==> src/logic/thd_consts.vh <==
// constants for the phase-to-phase voltage distortion register bank
// assumes 16-bit register addresses and a 10 MHz clock
`ifndef THD_CONSTS_VH
`define THD_CONSTS_VH

// ----------------------------------------------------------------
// register layout
// ----------------------------------------------------------------
`define THD_REG_W 16
`define THD_RDATA_RST 16'h0000
`define THD_INVALID_WORD 16'hFFFF
`define THD_INVALID_FLOAT 32'hFFFFFFFF
`define THD_INVALID_TIME 64'hFFFFFFFFFFFFFFFF
`define THD_NOW_SPAN 16'h0002
`define THD_EXT_SPAN 16'h0006
`define THD_EXT_TIME_OFS 16'h0002

// ----------------------------------------------------------------
// base register addresses
// ----------------------------------------------------------------
`define THD_VOLT_AB_NOW 16'h006A
`define THD_VOLT_BC_NOW 16'h006C
`define THD_VOLT_CA_NOW 16'h006E
`define THD_VOLT_AB_PEAK 16'h0326
`define THD_VOLT_BC_PEAK 16'h032C
`define THD_VOLT_CA_PEAK 16'h0332
`define THD_VOLT_AB_FLOOR 16'h0526
`define THD_VOLT_BC_FLOOR 16'h052C
`define THD_VOLT_CA_FLOOR 16'h0532

`endif

==> src/logic/thd_volt_bank.v <==
// read-only register bank for phase-to-phase voltage distortion
// assumes measurement inputs and register port run on I_MCLK
//
// Contract
// RULE1: registers are 16 bits, one address each
// RULE2: wide values span consecutive registers
// RULE3: most significant word at base address
// RULE4: single floats kept in IEEE layout
// RULE5: doubles use same most-significant-first order
// RULE6: instantaneous values at 0x006A, 0x006C, 0x006E
// RULE7: peaks with time at 0x0326, 0x032C, 0x0332
// RULE8: floors with time at 0x0526, 0x052C, 0x0532
// RULE9: master reads whole span from base
// RULE10: doubles span base to base plus three
// RULE11: no valid value reads as all FF
// RULE12: peak and floor follow reading, stamp time
// RULE13: writes to measurement registers are ignored
`timescale 1ns/1ps
`include "thd_consts.vh"

module thd_volt_bank (
  input wire I_MCLK,
  input wire I_RST,
  input wire I_MEAS_STB,
  input wire [2:0] I_MEAS_OK,
  input wire [31:0] I_THD_AB,
  input wire [31:0] I_THD_BC,
  input wire [31:0] I_THD_CA,
  input wire [63:0] I_EVENT_TIME,
  input wire I_EXTREME_CLR,
  input wire I_REG_RD,
  input wire I_REG_WR,
  input wire [15:0] I_REG_ADDR,
  input wire [15:0] I_REG_WDATA,
  output reg [15:0] O_REG_RDATA,
  output reg O_REG_ACK,
  output reg O_REG_ERR
);

  // ----------------------------------------------------------------
  // word selection, most significant register first
  // ----------------------------------------------------------------
  // a 64-bit unit (double_float_format or event_time_format) spans
  // four registers; a 32-bit unit sits in the upper half, two registers
  function [15:0] span_word;
    input [63:0] unit;
    input [1:0] idx;
    begin
      case (idx)
        2'd0: span_word = unit[63:48]; // [RULE3] [RULE5] [RULE10]
        2'd1: span_word = unit[47:32];
        2'd2: span_word = unit[31:16];
        2'd3: span_word = unit[15:0];
        default: span_word = `THD_INVALID_WORD;
      endcase
    end
  endfunction

  // ----------------------------------------------------------------
  // per phase pair tracking and decode
  // ----------------------------------------------------------------
  wire [95:0] meas_bus = {I_THD_CA, I_THD_BC, I_THD_AB};
  wire [2:0] hit_vec;
  wire [47:0] word_bus;

  genvar p;
  generate
    for (p = 0; p < 3; p = p + 1) begin : g_pair
      wire [15:0] now_base = (p == 0) ? `THD_VOLT_AB_NOW :
        (p == 1) ? `THD_VOLT_BC_NOW : `THD_VOLT_CA_NOW; // [RULE6]
      wire [15:0] peak_base = (p == 0) ? `THD_VOLT_AB_PEAK :
        (p == 1) ? `THD_VOLT_BC_PEAK : `THD_VOLT_CA_PEAK; // [RULE7]
      wire [15:0] floor_base = (p == 0) ? `THD_VOLT_AB_FLOOR :
        (p == 1) ? `THD_VOLT_BC_FLOOR : `THD_VOLT_CA_FLOOR; // [RULE8]
      wire [31:0] now_val;
      wire [31:0] peak_val;
      wire [63:0] peak_time;
      wire [31:0] floor_val;
      wire [63:0] floor_time;
      wire [15:0] now_ofs = I_REG_ADDR - now_base;
      wire [15:0] peak_ofs = I_REG_ADDR - peak_base;
      wire [15:0] floor_ofs = I_REG_ADDR - floor_base;
      wire now_hit = (now_ofs < `THD_NOW_SPAN); // [RULE2]
      wire peak_hit = (peak_ofs < `THD_EXT_SPAN); // [RULE2]
      wire floor_hit = (floor_ofs < `THD_EXT_SPAN); // [RULE2]
      wire [15:0] peak_tofs = peak_ofs - `THD_EXT_TIME_OFS;
      wire [15:0] floor_tofs = floor_ofs - `THD_EXT_TIME_OFS;
      reg [15:0] word;

      thd_extreme_track u_track (
        .clk(I_MCLK),
        .rst(I_RST),
        .stb(I_MEAS_STB),
        .ok(I_MEAS_OK[p]),
        .clr(I_EXTREME_CLR),
        .value(meas_bus[32*p+31:32*p]), // [RULE4]
        .stamp(I_EVENT_TIME),
        .now_reg(now_val),
        .peak_reg(peak_val),
        .peak_time_reg(peak_time),
        .floor_reg(floor_val),
        .floor_time_reg(floor_time)
      );

      always @* begin
        word = `THD_INVALID_WORD;
        if (now_hit) begin
          word = span_word({now_val, 32'h00000000}, now_ofs[1:0]); // [RULE4]
        end else if (peak_hit) begin
          if (peak_ofs < `THD_EXT_TIME_OFS) begin
            word = span_word({peak_val, 32'h00000000}, peak_ofs[1:0]);
          end else begin
            word = span_word(peak_time, peak_tofs[1:0]); // [RULE7]
          end
        end else if (floor_hit) begin
          if (floor_ofs < `THD_EXT_TIME_OFS) begin
            word = span_word({floor_val, 32'h00000000}, floor_ofs[1:0]);
          end else begin
            word = span_word(floor_time, floor_tofs[1:0]); // [RULE8]
          end
        end
      end

      assign hit_vec[p] = now_hit | peak_hit | floor_hit;
      assign word_bus[16*p+15:16*p] = word;
    end
  endgenerate

  // ----------------------------------------------------------------
  // register port
  // ----------------------------------------------------------------
  reg [15:0] sel_word;
  integer k;

  always @* begin
    sel_word = `THD_INVALID_WORD; // [RULE11]
    for (k = 0; k < 3; k = k + 1) begin
      if (hit_vec[k]) begin
        sel_word = word_bus[16*k +: 16];
      end
    end
  end

  wire any_hit = |hit_vec;

  always @(posedge I_MCLK or posedge I_RST) begin
    if (I_RST) begin
      O_REG_RDATA <= `THD_RDATA_RST;
      O_REG_ACK <= 1'b0;
      O_REG_ERR <= 1'b0;
    end else begin
      O_REG_ACK <= I_REG_RD | I_REG_WR;
      O_REG_ERR <= I_REG_WR | (I_REG_RD & ~any_hit); // [RULE13]
      if (I_REG_RD) begin
        O_REG_RDATA <= any_hit ? sel_word : `THD_INVALID_WORD; // [RULE1] [RULE9]
      end
    end
  end

endmodule // thd_volt_bank

==> src/logic/thd_extreme_track.v <==
// one phase pair: latest reading plus peak and floor with event time
// assumes value and strobe come from logic on the same clock
`timescale 1ns/1ps
`include "thd_consts.vh"

module thd_extreme_track (
  input wire clk,
  input wire rst,
  input wire stb,
  input wire ok,
  input wire clr,
  input wire [31:0] value,
  input wire [63:0] stamp,
  output reg [31:0] now_reg,
  output reg [31:0] peak_reg,
  output reg [63:0] peak_time_reg,
  output reg [31:0] floor_reg,
  output reg [63:0] floor_time_reg
);

  // ----------------------------------------------------------------
  // capture and compare
  // ----------------------------------------------------------------
  // non-negative single floats order like unsigned integers
  wire usable = ok && !value[31];
  wire peak_none = (peak_reg == `THD_INVALID_FLOAT);
  wire floor_none = (floor_reg == `THD_INVALID_FLOAT);
  wire peak_hit = stb && usable && (peak_none || value > peak_reg);
  wire floor_hit = stb && usable && (floor_none || value < floor_reg);

  always @(posedge clk or posedge rst) begin
    if (rst) begin
      now_reg <= `THD_INVALID_FLOAT;
      peak_reg <= `THD_INVALID_FLOAT;
      peak_time_reg <= `THD_INVALID_TIME;
      floor_reg <= `THD_INVALID_FLOAT;
      floor_time_reg <= `THD_INVALID_TIME;
    end else begin
      if (stb) begin
        now_reg <= usable ? value : `THD_INVALID_FLOAT; // [RULE11]
      end
      if (peak_hit) begin
        peak_reg <= value; // [RULE12]
        peak_time_reg <= stamp; // [RULE12]
      end else if (clr) begin
        peak_reg <= `THD_INVALID_FLOAT; // [RULE11]
        peak_time_reg <= `THD_INVALID_TIME;
      end
      if (floor_hit) begin
        floor_reg <= value; // [RULE12]
        floor_time_reg <= stamp; // [RULE12]
      end else if (clr) begin
        floor_reg <= `THD_INVALID_FLOAT; // [RULE11]
        floor_time_reg <= `THD_INVALID_TIME;
      end
    end
  end

endmodule // thd_extreme_track

==> config.mk <==
export PLATFORM = sky130hd
export DESIGN_NAME = thd_volt_bank
export DESIGN_NICKNAME = d
export VERILOG_FILES = /design/src/logic/thd_volt_bank.v /design/src/logic/thd_extreme_track.v
export VERILOG_INCLUDE_DIRS = /design/src /design/src/logic
export SDC_FILE = /design/constraint.sdc
export NUM_CORES = 2
export LEC_CHECK = 0
export BUFFER_PORTS_ARGS = -buffer_cell sky130_fd_sc_hd__buf_2
export CAP_MARGIN = 10
export CORE_ASPECT_RATIO = 1.5
export CORE_UTILIZATION = 57
export CTS_CLUSTER_SIZE = 10
export DETAILED_ROUTE_END_ITERATION = 8
export PLACE_DENSITY = 0.79
export RECOVER_POWER = 50
export SYNTH_ARGS = -nofsm -noshare
export SYNTH_HDL_FRONTEND = slang
export SYNTH_SLANG_ARGS = --single-unit
==> constraint.sdc <==
create_clock -name I_MCLK -period 23.5 [get_ports I_MCLK]
set_input_delay 7.05 -clock I_MCLK [delete_from_list [all_inputs] [get_ports I_MCLK]]
set_output_delay 7.05 -clock I_MCLK [all_outputs]
set_load 0.02 [all_outputs]
# == Word-level counts from Yosys, hierarchy flattened ==
# Cells that the tools add are included.
# op_classes
addsub,15
order_cmp,21
n_eq_ne,51
mux,51
n_bitwise,10
n_reduce_logical,52
# ops
operator,count
$mux 64,7
$pmux 16 s3,9
$pmux 16 s4,6
$mux 32,10
$mux 16,19
$eq 32x32->1 const B,6
$lt 16x2->1 const B,9
$gt 32x32->1,3
$lt 16x3->1 const B,6
$lt 32x32->1,3
$eq 2x2->1 const B,30
$sub 16x10->16 const B,3
$sub 16x11->16 const B,3
$sub 16x7->16 const B,3
$eq 2x1->1 const B,15
$logic_not 2->1,15
$reduce_or 2->1,9
$logic_and 1x1->1,12
$reduce_bool 2->1,6
$sub 2x2->2 const B,6
$or 1x1->1,8
$logic_or 1x1->1,6
$logic_not 1->1,3
$reduce_or 3->1,1
other kinds (2),2
# totals
register_bits,690
inputBits,201
out_inout_bits,18
elab_cells,218

# == Logic depth before layout (Yosys ltp) ==
# logic_depth
word_depth,12
depth_mapped,14
mapped_depth_nobuf,11

# == By module ==
# Synthesis repeated with hierarchy kept, for this count alone.
# hier_totals
hier_cells,4246
hier_area_um2,42264.3
# modules_own_cells
module,n_inst,cells_per_inst,area_each_um2,seq_area_each_um2
thd_extreme_track,3,1056,11059.4,5885.6
thd_volt_bank,1,1078,9086.2,450.4

# == Worst setup path after synthesis ==
# No wires, ideal clock.
# synth_timing
kind,input-to-reg
startpoint,input I_REG_ADDR[1]
endpoint,register O_REG_RDATA[3]
t_arrival_ps,9812
t_required_ps,23381
slack_ps,13569
cell_stages,14
path_buffers,3
path_cell_list,buf_2 > inv_2 > clkbuf_1 > ha_1 > nor2b_1 > a21oi_1 > o32a_1 > a2111oi_2 > o2111ai_2 > buf_2 > a211oi_1 > o211ai_1 > a21oi_1 > nor2_1
# synth_via
elab_chain_len,12
# synth_lines
element,line,source
start: declaration,thd_volt_bank.v:33,"input wire [15:0] I_REG_ADDR,"
$sub 16x11->16,thd_volt_bank.v:82,wire [15:0] floor_ofs = I_REG_ADDR - floor_base;
$sub 2x2->2 (no line) or $eq 2x2->1 (tied branches),-,
$eq 2x2->1 (tied with other cells),thd_volt_bank.v:49,case (idx)
$pmux 16 s4 or $pmux 16 s3 (tied branches),thd_volt_bank.v:49,
$mux 16,thd_volt_bank.v:116,if (floor_ofs < `THD_EXT_TIME_OFS) begin
$mux 16,thd_volt_bank.v:115,end else if (floor_hit) begin
$mux 16,thd_volt_bank.v:109,end else if (peak_hit) begin
$mux 16,thd_volt_bank.v:107,if (now_hit) begin
$mux 16 (3 in a row),thd_volt_bank.v:138,if (hit_vec[k]) begin
$mux 16 (no line) (*),-,
end signal: assignment,thd_volt_bank.v:148,O_REG_RDATA <= `THD_RDATA_RST;
end signal: assignment,thd_volt_bank.v:155,O_REG_RDATA <= any_hit ? sel_word : `THD_INVALID_WORD;
end: declaration,thd_volt_bank.v:35,"output reg [15:0] O_REG_RDATA,"
# Mark *: on every way between the ends. The rest lies on a longest branch, timed or not.
# A chain may end at the register's enable or synchronous reset.

==> flow_metrics.py <==
metrics = {
    "power_and_ir_drop": {
        "p_comb_frac": 0.299,
        "ir_worst_vdd_mv": 0.1954,
        "switching_share": 0.3644,
        "power.internal_w": 0.002522,
        "p_switching_w": 0.001446,
        "power_density_mw_per_mm2": 87.19,
        "p_seq_frac": 0.421,
        "pwr-share-clk": 0.280,
        "p_leak_nw": 18.52,
    },
    "grt": {
        "grt_pass1_vias": 36290,
        "antenna_found_initial": 10,
        "grt_pass1_wl_mm": 220.1,
        "gr-usage-all-layers": 0.3869,
        "overflow": 0,
        "grt_start_max_net_pins": 166,
    },
    "synthesis": {
        "syn-num-nets": 4782,
        "synth_area_leaders": "dfstp_2 (42%), nor2_1 (6.7%), ha_1 (5.9%)",
        "ys_seq_area_frac": 0.4299,
        "synth_edf_count": 0,
        "ys_top_cells_by_count": "nor2_1 (752), dfstp_2 (672), nor3_1 (300), clkbuf_1 (250), o22a_1 (250)",
        "synth-seq-cells": 690,
        "yosysTopAreaCellShare": 0.4192,
        "ys_types": 90,
        "synth_cells": 4384,
        "yosysWarnings": 0,
        "yosysMostFrequentCell": "nor2_1",
        "synth_top_flop_cell": "dfstp_2",
        "async_reset_ff_frac": 1.000,
        "synth_top_cell_by_area": "dfstp_2",
        "synth_area_mm2": 0.04212,
        "avgSynthCellArea_um2": 9.607,
    },
    "run_status": {
        "status": "finished with violations",
        "violations": "max-capacitance violations, max-slew violations",
    },
    "sta": {
        "tightest_slew_ns": 4.253,
        "fin_tns_setup_ns": 0,
        "fmax_mhz": 73.11,
        "slew_viol_final": 636,
        "maxSlewHeadroom": -1.836,
        "layout_setup_ws_ns": 9.821,
        "period_minus_slack_ns": 13.68,
        "period_share": 0.5821,
        "finalClockSkew_ns": 0.02136,
        "finalSetupViolations": 0,
        "grt_setup_unrepaired": "no",
        "hold_viol_final": 0,
    },
    "job": {
        "max_cap_viol_count": 14,
    },
    "drt": {
        "antenna_left": 0,
        "totalWireLength_mm": 145.0,
        "wl_per_cell_um": 27.09,
        "route.detailed.drc": 0,
        "drt-initial-drc-count": 4142,
        "num_vias": 37170,
        "viasPerCell": 6.944,
        "firstDrtPassIters": 8,
    },
    "floorplanning": {
        "dieArea_mm2": 0.07501,
        "die_h_um": 334.9,
        "rows": 121,
        "core_region_area_mm2": 0.07282,
        "initial_core_util": 0.5784,
        "die_w_um": 224.0,
        "ios": 219,
    },
    "setup_path": {
        "crit_chain": "buf_2, clkinvlp_2, clkbuf_1, clkbuf_1",
        "cp_max_fo": 80,
        "crit_arrival_ns": 14.48,
        "slowest_stage": "clkbuf_1",
        "worst_setup_path_start_kind": "input port",
        "slowest_delay_ns": 3.12,
        "r2r_cells": 13,
        "crit_top_cell": "clkbuf_1",
        "endpoint_kind": "async pin",
        "worst-setup-path-type": "input port to async pin",
        "crit_required_ns": 24.30,
    },
    "placed_design": {
        "post_dp_cell_area_mm2": 0.04340,
        "hpwl_mm": 97.41,
        "port_buffers": 202,
        "dp_slack_ns": 11.53,
        "gp_congestion": 0.9862,
    },
    "clock_network": {
        "worst_skew_pair.late_latency_ns": 0.66,
        "cts_tree": "built",
        "htree_levels": 3,
        "cts_resized": 0,
        "cts-root-buf": "clkbuf_16",
        "cts_hold_buf": 0,
        "cts.path.max_buffers": 3,
        "postCtsSetupRepairBufs": 0,
        "numCtsBuffers": 79,
        "clock_sinks": 690,
        "clk_pin_slew_ns": 0.06,
    },
    "final_layout": {
        "stdcell_area_mm2": 0.04551,
        "nets": 4744,
        "area_growth_pct": 8.044,
        "drive_gt1_frac": 0.2725,
    },
    "worst_hold_path": {
        "whs_path_depth": 2,
        "min-delay-path-class": "flip-flop to flip-flop",
    },
}
-- through the flow --
stage | hold slack (ns) | instances | power (W) | util
final | 0.4845 | 5353 | 0.003968 | 0.6249
after global routing | 0.5097 | 5353 | 0.004133 | 0.6249
after CTS | 0.4861 | 5346 | 0.003947 | 0.6258
after detailed placement | 0.4747 | 5248 | 0.002839 | 0.5960
after global placement | 0.4711 | 5248 | 0.002803 | 0.5960
after floorplan | 0.4627 | 4384 | 0.002493 | -
-- final timing paths --
check | start | end | slack, ns
worst max-delay path | I_RST | g_pair[1].u_track.now_reg[25] | 9.82
worst min-delay path | g_pair[1].u_track.now_reg[11] | g_pair[1].u_track.now_reg[11] | 0.48
worst max register to register | g_pair[2].u_track.peak_reg[1] | g_pair[2].u_track.peak_time_reg[21] | 17.66
worst min register to register | g_pair[1].u_track.now_reg[11] | g_pair[1].u_track.now_reg[11] | 0.48
max in group I_MCLK | I_THD_CA[1] | g_pair[2].u_track.peak_time_reg[21] | 11.59
min in group asynchronous | I_RST | g_pair[0].u_track.peak_time_reg[27] | 7.47
-- area by class of cell --
class | count | area, µm²
antenna | 6 | 15.01
clock buffer | 92 | 2078
clock inverter | 6 | 93.84
fill | 5944 | 27310
inverter | 206 | 774.5
multi-input combinational | 3114 | 21790
sequential | 690 | 18110
tap | 984 | 1231
timing repair buffer | 255 | 1419
-- worst max-delay path, delay by kind of cell --
kind                   cells  cell delay, ns
buffers and inverters      4            7.29
-- cell families (layout without fill, tap and decap cells) --
family,Yosys count,in the layout,share of synthesized area
simple gates,1396,1396,0.1503
other cells,0,6,0
fa+ha+maj,197,197,0.05852
buf+inv,580,559,0.05543
mux,205,205,0.07813
xor+xnor,15,15,0.003119
flops,690,690,0.4299
compound gates,1301,1301,0.2246
-- routing by layer --
metal	up-vias	global-route usage	wire (µm)
met5	-	0	11
li1	16190	-	-
met3	549	0.07711	12110
met1	18440	0.4651	52180
met2	1985	0.5990	66870
met4	2	0.3247	13870
-- power groups by stage --
stage / Sequential, W / Clock, W / Combinational, W
final: 0.00167 / 0.00111 / 0.00119
after global routing: 0.00170 / 0.00116 / 0.00128
after CTS: 0.00167 / 0.00112 / 0.00116
after detailed placement: 0.00168 / 0 / 0.00116
after global placement: 0.00167 / 0 / 0.00113
after floorplan: 0.00163 / 0 / 0.000866
-- cell usage in the layout, fill, tap and decap left out, types with 41 or more instances in the layout --
master / count
a211oi_1: 91
buf_2: 177
o22ai_1: 79
nand2_1: 109
inv_1: 203
o211ai_1: 125
mux2i_1: 79
ha_1: 197
clkbuf_1: 41
a21oi_1: 225
nand4_1: 92
o22a_1: 250
a221oi_1: 58
nor3_1: 299
nor2_1: 750
dfstp_2: 672
a21o_1: 49
o21ai_0: 196
mux4_2: 96
clkbuf_16: 81
Power figures use the tool's default switching activity.
